===== config.mk =====
export PLATFORM = sky130hd
export DESIGN_NAME = tmc_timer_irq_ctrl
export DESIGN_NICKNAME = d
export VERILOG_FILES = /design/src/tmc_pkg.sv /design/src/tmc_timer16.sv /design/src/tmc_timer_irq_ctrl.sv
export SDC_FILE = /design/constraint.sdc
export NUM_CORES = 1
export LEC_CHECK = 0
export BUFFER_PORTS_ARGS = -buffer_cell sky130_fd_sc_hd__buf_2
export CAP_MARGIN = 20
export CORE_MARGIN = 5
export CORE_UTILIZATION = 53
export CTS_CLUSTER_SIZE = 25
export DETAILED_ROUTE_END_ITERATION = 8
export PLACE_DENSITY_LB_ADDON = 0.15
export SYNTH_ARGS = -nofsm -noshare
export SYNTH_HDL_FRONTEND = slang
export SYNTH_SLANG_ARGS = --single-unit

===== constraint.sdc =====
create_clock -name pclk -period 2.01 [get_ports pclk]
set_clock_uncertainty 0.05 [all_clocks]
set_input_delay 0.5025 -clock pclk [delete_from_list [all_inputs] [get_ports pclk]]
set_output_delay 0.5025 -clock pclk [all_outputs]
set_load 0.02 [all_outputs]

===== src/tmc_pkg.sv =====
package tmc_pkg;

   // APB address width and timer width.
   localparam int unsigned TMC_ADDR_W  = 12;
   localparam int unsigned TMC_TIMER_W = 16;

   // Register byte offsets.
   localparam logic [11:0] TMC_OFS_TIMER_AND_IRQ_CONTROL = 12'h088;
   localparam logic [11:0] TMC_OFS_TIMER_TWO_CONTROL     = 12'h0c8;
   localparam logic [11:0] TMC_OFS_IRQ_STATUS            = 12'h000;
   localparam logic [11:0] TMC_OFS_IRQ_MASK              = 12'h004;
   localparam logic [11:0] TMC_OFS_TIMER_ZERO_COUNT      = 12'h010;
   localparam logic [11:0] TMC_OFS_TIMER_ONE_COUNT       = 12'h014;
   localparam logic [11:0] TMC_OFS_TIMER_TWO_COUNT       = 12'h018;
   localparam logic [11:0] TMC_OFS_TIMER_TWO_RELOAD      = 12'h01c;

   // Core clock cycles per interval-timer tick.
   localparam logic [3:0] TMC_TICK_DIV = 4'hc;

   // Field layout of the timer and interrupt control register, bit 7 first.
   typedef struct packed {
      logic timer_one_overflow_flag;
      logic timer_one_run;
      logic timer_zero_overflow_flag;
      logic timer_zero_run;
      logic ext_irq_one_flag;
      logic ext_irq_one_edge_select;
      logic ext_irq_zero_flag;
      logic ext_irq_zero_edge_select;
   } tmc_timer_and_irq_control_t;

   // Field layout of the timer two control register, bit 7 first.
   typedef struct packed {
      logic timer_two_overflow_flag;
      logic timer_two_external_flag;
      logic rx_baud_from_timer_two;
      logic tx_baud_from_timer_two;
      logic timer_two_external_enable;
      logic timer_two_run;
      logic timer_two_counter_select;
      logic timer_two_capture_select;
   } tmc_timer_two_control_t;

   // Layout of the sticky status and mask registers, bit 5 first.
   typedef struct packed {
      logic t2_ext;
      logic t2_ovf;
      logic ext_one;
      logic t1_ovf;
      logic ext_zero;
      logic t0_ovf;
   } tmc_events_t;

   typedef struct packed {
      logic timer_two_capture_pin;
      logic ext_irq_one_pin;
      logic ext_irq_zero_pin;
   } tmc_pins_t;

   // One-cycle pulses from the core when it takes an interrupt.
   typedef struct packed {
      logic ext_one;
      logic timer_one;
      logic ext_zero;
      logic timer_zero;
   } tmc_ack_t;

   // Interrupt request levels towards the core.
   typedef struct packed {
      logic timer_two;
      logic ext_one;
      logic timer_one;
      logic ext_zero;
      logic timer_zero;
   } tmc_irq_t;

   typedef struct packed {
      tmc_timer_and_irq_control_t   timer_and_irq_control;
      tmc_timer_two_control_t  timer_two_control;
      tmc_events_t status;
      tmc_events_t mask;
      logic [15:0] reload;
      logic [31:0] prdata;
      logic        pslverr;
      tmc_pins_t   pin_prev;
      logic [3:0]  div;
      logic        rx_tick;
      logic        tx_tick;
   } tmc_state_t;

   localparam tmc_timer_and_irq_control_t   TMC_TIMER_AND_IRQ_CONTROL_RESET   = 8'h00;
   localparam tmc_timer_two_control_t  TMC_TIMER_TWO_CONTROL_RESET  = 8'h00;
   localparam tmc_events_t TMC_EVENTS_RESET = 6'h00;
   localparam tmc_pins_t   TMC_PINS_IDLE    = 3'h7;
   localparam logic [15:0] TMC_RELOAD_RESET = 16'h0000;
   localparam logic [15:0] TMC_COUNT_RESET  = 16'h0000;

   localparam tmc_state_t TMC_STATE_RESET = '{
      timer_and_irq_control:     TMC_TIMER_AND_IRQ_CONTROL_RESET,
      timer_two_control:    TMC_TIMER_TWO_CONTROL_RESET,
      status:   TMC_EVENTS_RESET,
      mask:     TMC_EVENTS_RESET,
      reload:   TMC_RELOAD_RESET,
      prdata:   32'h0000_0000,
      pslverr:  1'b0,
      pin_prev: TMC_PINS_IDLE,
      div:      4'h0,
      rx_tick:  1'b0,
      tx_tick:  1'b0
   };

endpackage


===== src/tmc_timer16.sv =====
`timescale 1ns/1ps
module tmc_timer16
   import tmc_pkg::*;
#(
   parameter int unsigned WIDTH = TMC_TIMER_W
) (
   // Clock and reset
   input  wire logic             pclk,
   input  wire logic             presetn,
   // Control
   input  wire logic             count_en,
   input  wire logic             load,
   input  wire logic [WIDTH-1:0] load_value,
   // Status
   output logic      [WIDTH-1:0] count,
   output logic                  wrap
);

   typedef struct packed {
      logic [WIDTH-1:0] value;
   } tmc_tmr_state_t;

   tmc_tmr_state_t s;
   tmc_tmr_state_t next_s;

   // Wrap does not look at load, so a reload on wrap forms no loop.
   assign wrap  = count_en & (&s.value);
   assign count = s.value;

   always_comb begin
      next_s = s;
      if (load) begin
         next_s.value = load_value;
      end else if (count_en) begin
         next_s.value = s.value + {{(WIDTH-1){1'b0}}, 1'b1};
      end
   end

   always_ff @(posedge pclk or negedge presetn) begin
      if (!presetn) begin
         s.value <= '0;
      end else begin
         s <= next_s;
      end
   end

endmodule


===== src/tmc_timer_irq_ctrl.sv =====
`timescale 1ns/1ps
module tmc_timer_irq_ctrl
   import tmc_pkg::*;
#(
   parameter logic [3:0] TICK_DIV = TMC_TICK_DIV
) (
   // Clock and reset
   input  wire logic                  pclk,
   input  wire logic                  presetn,
   // APB slave
   input  wire logic                  psel,
   input  wire logic                  penable,
   input  wire logic                  pwrite,
   input  wire logic [TMC_ADDR_W-1:0] paddr,
   input  wire logic [31:0]           pwdata,
   output logic      [31:0]           prdata,
   output logic                       pready,
   output logic                       pslverr,
   // External pins
   input  wire tmc_pins_t             pins,
   // Core interrupt controller
   input  wire tmc_ack_t              irq_taken,
   output tmc_irq_t                   irq_request,
   // Serial port baud clocks
   output logic                       rx_baud_tick,
   output logic                       tx_baud_tick,
   // Summary interrupt
   output logic                       irq
);

   tmc_state_t  s;
   tmc_state_t  next_s;
   tmc_events_t ev;

   logic        setup;
   logic        access;
   logic        wr;
   logic        wr_timer_and_irq_control;
   logic        wr_timer_two_control;
   logic        wr_mask;
   logic        wr_reload;
   logic        rd_status;
   logic        tick;
   logic        fall_zero;
   logic        fall_one;
   logic        fall_cap;
   logic        t2_baud;
   logic        t2_ext_fall;
   logic        t2_capture;
   logic [2:0]  tmr_en;
   logic [2:0]  tmr_load;
   logic [2:0]  tmr_wrap;
   logic [15:0] tmr_value [3];
   logic [15:0] tmr_count [3];

   assign setup     = psel & ~penable;
   assign access    = psel & penable;
   assign wr        = access & pwrite;
   assign wr_timer_and_irq_control   = wr & (paddr == TMC_OFS_TIMER_AND_IRQ_CONTROL);
   assign wr_timer_two_control  = wr & (paddr == TMC_OFS_TIMER_TWO_CONTROL);
   assign wr_mask   = wr & (paddr == TMC_OFS_IRQ_MASK);
   assign wr_reload = wr & (paddr == TMC_OFS_TIMER_TWO_RELOAD);
   assign rd_status = access & ~pwrite & (paddr == TMC_OFS_IRQ_STATUS);

   assign tick = (s.div == TICK_DIV - 4'h1);

   // Pins are synchronous to pclk, so one stage of history gives the edge.
   assign fall_zero = s.pin_prev.ext_irq_zero_pin & ~pins.ext_irq_zero_pin;
   assign fall_one  = s.pin_prev.ext_irq_one_pin & ~pins.ext_irq_one_pin;
   assign fall_cap  = s.pin_prev.timer_two_capture_pin & ~pins.timer_two_capture_pin;

   assign t2_baud     = s.timer_two_control.rx_baud_from_timer_two | s.timer_two_control.tx_baud_from_timer_two;
   assign t2_ext_fall = s.timer_two_control.timer_two_external_enable & fall_cap;
   assign t2_capture  = s.timer_two_control.timer_two_capture_select & ~t2_baud;

   // Timers zero and one have no mode select; each counts once per tick while its run bit is set.
   assign tmr_en[0] = s.timer_and_irq_control.timer_zero_run & tick;
   assign tmr_en[1] = s.timer_and_irq_control.timer_one_run & tick;
   assign tmr_en[2] = s.timer_two_control.timer_two_run &
                      (s.timer_two_control.timer_two_counter_select ? fall_cap : tick);

   assign tmr_load[0] = wr & (paddr == TMC_OFS_TIMER_ZERO_COUNT);
   assign tmr_load[1] = wr & (paddr == TMC_OFS_TIMER_ONE_COUNT);
   // Reload mode reloads on wrap and on a qualified pin fall.
   assign tmr_load[2] = (wr & (paddr == TMC_OFS_TIMER_TWO_COUNT)) |
                        (~t2_capture & (tmr_wrap[2] | t2_ext_fall));

   assign tmr_value[0] = pwdata[15:0];
   assign tmr_value[1] = pwdata[15:0];
   assign tmr_value[2] = (wr & (paddr == TMC_OFS_TIMER_TWO_COUNT)) ? pwdata[15:0] : s.reload;

   genvar gi;
   generate
      for (gi = 0; gi < 3; gi++) begin : g_tmr
         tmc_timer16 #(
            .WIDTH      (TMC_TIMER_W)
         ) u_tmr (
            .pclk       (pclk),
            .presetn    (presetn),
            .count_en   (tmr_en[gi]),
            .load       (tmr_load[gi]),
            .load_value (tmr_value[gi]),
            .count      (tmr_count[gi]),
            .wrap       (tmr_wrap[gi])
         );
      end
   endgenerate

   assign ev.t0_ovf   = tmr_wrap[0];
   assign ev.t1_ovf   = tmr_wrap[1];
   assign ev.ext_zero = s.timer_and_irq_control.ext_irq_zero_edge_select ? fall_zero : ~pins.ext_irq_zero_pin;
   assign ev.ext_one  = s.timer_and_irq_control.ext_irq_one_edge_select ? fall_one : ~pins.ext_irq_one_pin;
   assign ev.t2_ovf   = tmr_wrap[2] & ~t2_baud;
   assign ev.t2_ext   = t2_ext_fall;

   always_comb begin
      next_s     = s;
      next_s.div = tick ? 4'h0 : s.div + 4'h1;
      next_s.pin_prev = pins;

      // Software writes first; hardware sets are ORed in afterwards so they win.
      if (wr_timer_and_irq_control) begin
         next_s.timer_and_irq_control = tmc_timer_and_irq_control_t'(pwdata[7:0]);
      end
      next_s.timer_and_irq_control.timer_zero_overflow_flag = ev.t0_ovf |
         (next_s.timer_and_irq_control.timer_zero_overflow_flag & ~irq_taken.timer_zero);
      next_s.timer_and_irq_control.timer_one_overflow_flag = ev.t1_ovf |
         (next_s.timer_and_irq_control.timer_one_overflow_flag & ~irq_taken.timer_one);
      next_s.timer_and_irq_control.ext_irq_zero_flag = ev.ext_zero |
         (next_s.timer_and_irq_control.ext_irq_zero_flag & ~irq_taken.ext_zero);
      next_s.timer_and_irq_control.ext_irq_one_flag = ev.ext_one |
         (next_s.timer_and_irq_control.ext_irq_one_flag & ~irq_taken.ext_one);

      if (wr_timer_two_control) begin
         next_s.timer_two_control = tmc_timer_two_control_t'(pwdata[7:0]);
      end
      next_s.timer_two_control.timer_two_overflow_flag = ev.t2_ovf | next_s.timer_two_control.timer_two_overflow_flag;
      next_s.timer_two_control.timer_two_external_flag = ev.t2_ext | next_s.timer_two_control.timer_two_external_flag;

      // Only the bits that the read returned are cleared, so an event landing
      // between the setup and access cycles survives.
      next_s.status = tmc_events_t'((s.status & ~(rd_status ? s.prdata[5:0] : 6'h00)) | ev);
      if (wr_mask) begin
         next_s.mask = tmc_events_t'(pwdata[5:0]);
      end

      // A hardware capture overrides a software write in the same cycle.
      if (t2_ext_fall && t2_capture) begin
         next_s.reload = tmr_count[2];
      end else if (wr_reload) begin
         next_s.reload = pwdata[15:0];
      end

      next_s.rx_tick = tmr_wrap[2] & s.timer_two_control.rx_baud_from_timer_two;
      next_s.tx_tick = tmr_wrap[2] & s.timer_two_control.tx_baud_from_timer_two;

      // Read data is captured in the setup cycle so it comes from a flop.
      if (setup) begin
         next_s.pslverr = 1'b0;
         if (paddr == TMC_OFS_TIMER_AND_IRQ_CONTROL) begin
            next_s.prdata = {24'h00_0000, s.timer_and_irq_control};
         end else if (paddr == TMC_OFS_TIMER_TWO_CONTROL) begin
            next_s.prdata = {24'h00_0000, s.timer_two_control};
         end else if (paddr == TMC_OFS_IRQ_STATUS) begin
            next_s.prdata = {26'h000_0000, s.status};
         end else if (paddr == TMC_OFS_IRQ_MASK) begin
            next_s.prdata = {26'h000_0000, s.mask};
         end else if (paddr == TMC_OFS_TIMER_ZERO_COUNT) begin
            next_s.prdata = {16'h0000, tmr_count[0]};
         end else if (paddr == TMC_OFS_TIMER_ONE_COUNT) begin
            next_s.prdata = {16'h0000, tmr_count[1]};
         end else if (paddr == TMC_OFS_TIMER_TWO_COUNT) begin
            next_s.prdata = {16'h0000, tmr_count[2]};
         end else if (paddr == TMC_OFS_TIMER_TWO_RELOAD) begin
            next_s.prdata = {16'h0000, s.reload};
         end else begin
            next_s.prdata  = 32'h0000_0000;
            next_s.pslverr = 1'b1;
         end
      end
   end

   always_ff @(posedge pclk or negedge presetn) begin
      if (!presetn) begin
         s <= TMC_STATE_RESET;
      end else begin
         s <= next_s;
      end
   end

   assign prdata       = s.prdata;
   assign pready       = 1'b1;
   assign pslverr      = s.pslverr;
   assign rx_baud_tick = s.rx_tick;
   assign tx_baud_tick = s.tx_tick;
   assign irq          = |(s.status & s.mask);

   assign irq_request.timer_zero = s.timer_and_irq_control.timer_zero_overflow_flag;
   assign irq_request.timer_one  = s.timer_and_irq_control.timer_one_overflow_flag;
   assign irq_request.ext_zero   = s.timer_and_irq_control.ext_irq_zero_flag;
   assign irq_request.ext_one    = s.timer_and_irq_control.ext_irq_one_flag;
   assign irq_request.timer_two  = s.timer_two_control.timer_two_overflow_flag | s.timer_two_control.timer_two_external_flag;
endmodule

# After elaboration in Yosys (flattened, before gate mapping)

Index checks and enable logic that the tools add are counted.

Multiplexer cells: 32
Reductions and logical operators: 10
Equal/unequal tests: 8
Add/sub/neg operators: 4
Bitwise gates (word level): 56

Operators with widths:

| kind                                                 | count |
|---|---|
| two-way mux 16 bit                                   | 16 |
| adder 16 x 1 -> 16 bit, second input constant        | 3 |
| equality test 12 x 5 -> 1 bit, second input constant | 4 |
| AND reduction 16 bit                                 | 3 |
| two-way mux 32 bit                                   | 1 |
| bitwise AND 1 bit                                    | 31 |
| equality test 12 x 8 -> 1 bit, second input constant | 2 |
| two-way mux 8 bit                                    | 2 |
| bitwise AND 6 bit                                    | 2 |
| equality test 12 x 3 -> 1 bit, second input constant | 1 |
| logical NOT 12 bit                                   | 1 |
| two-way mux 1 bit                                    | 11 |
| inverter 1 bit                                       | 11 |
| bitwise OR 1 bit                                     | 10 |
| nonzero test 2 bit                                   | 4 |
| two-way mux 6 bit                                    | 1 |
| inverter 6 bit                                       | 1 |
| bitwise OR 6 bit                                     | 1 |
| OR reduction 6 bit                                   | 1 |
| adder 4 x 1 -> 4 bit, second input constant          | 1 |
| equality test 4 bit, second input constant           | 1 |
| two-way mux 4 bit                                    | 1 |
| logical AND 1 bit                                    | 1 |

Bits of input ports: 56
Output and inout port bits: 42
Register bits: 134
Word-level logic and storage cells: 150

# Depth between registers and ports, before layout

Word-level depth: 9
Gate-level depth with buffers: 9
Gate-level depth less buffers: 7

# Modules after synthesis

From an unflattened synthesis, not the netlist that was laid out.

Cells, all modules: 723
Area, all modules: 7065.5 µm²

By module, submodules not included:

| module             | cells an instance | seq. area each (µm²) | area an instance (µm²) | instances |
|---|---|---|---|---|
| tmc_timer_irq_ctrl | 429               | 1755.4               | 4276.6                 | 1 |
| tmc_timer16        | 98                | 400.4                | 929.6                  | 3 |

# Least setup slack after synthesis

Ideal clock, no wire load.

Path type: reg-to-reg
From: register g_tmr[2].u_tmr.s, in the netlist g_tmr[2].u_tmr.count[0]
To: register g_tmr[2].u_tmr.s, in the netlist g_tmr[2].u_tmr.count[6]
Data required time: 1833 ps
Cell stages (with the launch flop): 9
Arrival time: 2046 ps
Clock period less this slack: 2222 ps
Library setup time: 127 ps
Buffers on the path: 1
Slack: -212 ps
Path through: dfrtp_1 ha_1 nand3_1 or4_1 buf_6 o21a_1 a21oi_1 a311oi_1 a221o_2

Word-level cells in the longest chain between the ends: 6
Elaborated cells between the ends (all ways): 9
Those cells by class: add/sub: 1; mux: 2; bitwise: 4; reduce/logical: 2

RTL lines:

| element                                                        | line              | RTL |
|---|---|---|
| start, declared                                                | tmc_timer16.sv:23 | `tmc_tmr_state_t s;` |
| start signal, assigned                                         | tmc_timer16.sv:43 | `s <= next_s;` |
| branches (longest 6 deep; another with adder 16 x 1 -> 16 bit) | --                |  |

Several ways; the timed one is not identified. The select of a mux whose other input is x is not followed.
A chain may end at the register's enable or synchronous reset.

# Final worst setup path

From: register g_tmr[2].u_tmr.s, in the netlist g_tmr[2].u_tmr.count[6]
To: register g_tmr[2].u_tmr.s, in the netlist g_tmr[2].u_tmr.count[2]

Word-level cells in the longest chain between the ends: 6
Elaborated cells between the ends (all ways): 7
Those cells by class: mux: 1; bitwise: 4; reduce/logical: 2

RTL lines:

| element                                                         | line                     | RTL |
|---|---|---|
| AND reduction 16 bit (*)                                        | tmc_timer16.sv:27        | `assign wrap = count_en & (&s.value);` |
| bitwise AND 1 bit (*)                                           | tmc_timer16.sv:27        |  |
| bitwise OR 1 bit (*)                                            | tmc_timer_irq_ctrl.sv:86 | `(~t2_capture & (tmr_wrap[2] \| t2_ext_fall));` |
| bitwise AND 1 bit (*)                                           | tmc_timer_irq_ctrl.sv:86 |  |
| bitwise OR 1 bit (*)                                            | tmc_timer_irq_ctrl.sv:85 | `assign tmr_load[2] = (wr & (paddr == TMC_OFS_TIMER_TWO_COUNT)) \|` |
| two-way mux 16 bit / nonzero test 2 bit (equally long branches) | --                       |  |

Every way passes the cells marked *; elsewhere a longest branch is shown, timed or not.

==> out/qor.txt <==
FFs w/ async S/R, synth -> 100.0%
Post-DP HPWL -> 15.36 mm
routability cong. -> 0.9310
FMAX -> 476.3 MHz
first-pass GRT wire length -> 32.87 mm
Routed Antenna Nets -> 0
most frequent cells in the layout -> dfrtp_1, buf_4, nor2_1, a21oi_1, buf_2
Overall Global Routing Usage -> 26.90%
routed len/inst -> 19.57 µm
Avg Vias per Cell -> 5.920
Post-Route Setup TNS -> -0.2636 ns
critical path, cell by cell -> nand4_2 -> or4_4 -> o21a_1 -> a21oi_1 -> a311oi_1 -> a221o_2
Max clock buf depth -> 2
total CTS buffers -> 17
clk_lat worst skew -> 0.42 ns
CP Capture Type -> flop
hold_sp -> pins[0]
number of DRC markers in iteration 0 -> 703
post-synthesis average cell area -> 9.359 µm²
setup slack, reg-to-reg -> -0.09 ns
Die W -> 124.5 µm
DRC -> 0
post-route design area -> 8820 µm²
Worst Path Class, Setup -> flop to flop
endpoints failing hold -> 0
Post-synth EDFFs -> 0
max-cap violation count -> 0
post-synth cell types -> 75
vias -> 6299
gr ovfl total -> 0
Hold/Removal Path Class -> input pin to flop
drt pass-1 iters -> 6
commonest non-fill, non-tap cell in the layout -> dfrtp_1
Crit Path Max Fanout -> 8
Clock Root Buffer -> clkbuf_16
vias in the first global route -> 6094
most used flip-flop cell after synthesis -> dfrtp_1
status -> complete, but fails checks
Inserted Diodes -> 0
antenna violations before repair -> 0
clk sinks -> 118
post-synthesis sequential area ratio -> 42.58%
hold endpoint -> s[6]$_DFF_PN1_
synth top area cells -> dfrtp_1, mux2i_1, a21oi_1
filler cell count -> 976
IO Pins -> 98
Worst path top cell family by delay -> simple AND/OR/NAND/NOR gates
count of warnings emitted by yosys -> 0
fraction of layout cells with a size suffix above 1 -> 32.51%
Hold Crit Depth -> 1
leakage -> 4.065 nW
Final Cycle Share -> 104.5%
cell at the slowest stage of the critical path -> or4_4
arrival time at the worst endpoint -> 2.35 ns
final slew viol count -> 0
crit start category -> flop
# setup viols final -> 9
maximum VDD drop -> 0.6222 mV
CP Buf/Inv Count -> 0
Final #Nets -> 939
synthesis-to-layout area growth -> 27.01%
Rows -> 41
max incr delay on CP -> 0.65 ns
Die H -> 124.5 µm
Port Buffers -> 64
Yosys top cell by area -> dfrtp_1
CTS tree -> done
Critical Path RT -> 2.26 ns
Syn Inst Count -> 742
failing checks -> setup timing
FF+latch count, synth -> 118
top cell type's share of synthesized area -> 41.44%
Initial Util -> 54.58%
reg-to-reg endpoint -> g_tmr[2].u_tmr.count[2]$_DFFE_PN0P_
Core Footprint -> 12720 µm²
reg2reg path depth -> 6
mapped cell area -> 6944 µm²
H-tree depth -> 4
pin count of the biggest net entering global routing -> 33
PnR worst setup slack -> -0.08964 ns
Period minus WS final -> 2.100 ns
power density over cell area -> 682.6 nW/µm²
final WL -> 20.83 mm
Post-Place Cell Area -> 7950 µm²
die area -> 15490 µm²
Reg clk slew, reported paths -> 0.06 ns
RSZ-0062 raised after global routing -> true
reg2reg start -> g_tmr[2].u_tmr.count[6]$_DFFE_PN0P_
registers in the layout, summed over array words and instances (netlist names):
signal / flops
s: 47
pslverr: 1
tx_baud_tick: 1
prdata: 16
irq_request: 4
g_tmr.u_tmr.count: 48
rx_baud_tick: 1
how the worst max path moves through the flow:
| stage | startpoint | end | cells past startpoint |
|---|---|---|---|
| floorplan | g_tmr[2].u_tmr.count[4]$_DFFE_PN0P_ | g_tmr[2].u_tmr.count[6]$_DFFE_PN0P_ | 7 |
| global placement | pwrite | g_tmr[2].u_tmr.count[12]$_DFFE_PN0P_ | 6 |
| detailed placement | paddr[7] | g_tmr[2].u_tmr.count[15]$_DFFE_PN0P_ | 7 |
| CTS | g_tmr[2].u_tmr.count[6]$_DFFE_PN0P_ | g_tmr[2].u_tmr.count[2]$_DFFE_PN0P_ | 7 |
| global route | g_tmr[2].u_tmr.count[6]$_DFFE_PN0P_ | g_tmr[2].u_tmr.count[2]$_DFFE_PN0P_ | 6 |
| finish | g_tmr[2].u_tmr.count[6]$_DFFE_PN0P_ | g_tmr[2].u_tmr.count[2]$_DFFE_PN0P_ | 6 |
synth_stat cells, types with 3 or more instances:
library cell  count
mux2_2           19
xnor2_1          18
ha_1              4
buf_2             6
nor4_1            4
dfstp_2           3
nand3_1          33
nand2b_1          5
a21oi_1          74
xor2_1           18
nor2b_1           7
a32oi_1           3
o211ai_1          9
a31oi_1           3
a21o_1            4
inv_1            13
nor2_1           92
nand4_1           7
o31ai_1           3
and3_1            8
mux4_2            6
or2_2             4
buf_4            39
and2_1            4
a21oi_2           3
o21ai_0          29
a222oi_1          3
dfrtp_1         115
mux2i_1          38
nor3_1           17
a22oi_1          10
clkbuf_1         19
nand2_1          55
o22ai_1           9
buf_1             5
what timing repair did:
item | in CTS | in global routing
pin swaps | 7 | 15
hold endpoints to repair | 24 | 0
gates cloned | 1 | 0
buffers inserted | 6 | 6
hold buffers | 1 | 0
resized for setup | 14 | 30
endpoints found under the setup margin | 20 | 23
through the flow:
step                      total power, mW  utilization (%)  std cells  hold slack (ns)  worst slack [ns]
after floorplan                     2.634                -        757           0.1569          -0.05622
after global placement              2.833            62.49       1019           0.4062           -0.2872
after detailed placement            2.842            62.49       1019           0.4158           -0.3420
after CTS                           6.041            68.26       1059           0.1359          -0.06288
after global routing                6.193            69.33       1064           0.1395           -0.1408
final                               6.020            69.33       1064           0.1473          -0.08964
cells by family (layout without fill, tap and decap cells):
| group | count (synthesis) | count (layout) | share of synthesized area, % |
|---|---|---|---|
| other | 2 | 17 | 0.1081 |
| multiplexers | 64 | 64 | 10.88 |
| flip-flops | 118 | 118 | 42.58 |
| buffers and inverters | 88 | 222 | 7.604 |
| XOR/XNOR | 36 | 36 | 4.541 |
| AND/OR/NAND/NOR | 260 | 261 | 18.34 |
| adder cells (fa/ha/maj) | 4 | 4 | 0.7207 |
| AO/OA/AOI/OAI | 170 | 170 | 15.23 |
area by class of cell:
type | instances | area [µm²] | area share [%]
Multi-Input combinational cell | 552 | 3704 | 41.99
Clock buffer | 19 | 442.9 | 5.022
Tap cell | 172 | 215.2 | 2.440
Clock inverter | 13 | 180.2 | 2.043
Inverter | 13 | 48.80 | 0.5533
Sequential cell | 118 | 2957 | 33.52
Timing Repair Buffer | 177 | 1272 | 14.43
worst register-to-register path, delay by kind of cell (launching register included):
family | cells | cell delay [ns]
AO/OA/AOI/OAI | 4 | 0.77
flip-flops | 1 | 0.36
AND/OR/NAND/NOR | 2 | 0.80
report_power, final:
part           internal, mW  switching [mW]
clock                  2.10            1.11
combinational         0.141           0.259
sequential             2.40          0.0125
metal layers:
layer | vias to the layer above | track usage, % | wire, µm
met1 | 3086 | 36.35 | 8709
met3 | 45 | 7.847 | 1865
met5 | - | 0 | 0
li1 | 2887 | - | -
met4 | 0 | 9.349 | 463
met2 | 281 | 41.48 | 9788
Power figures use the tool's default switching activity.
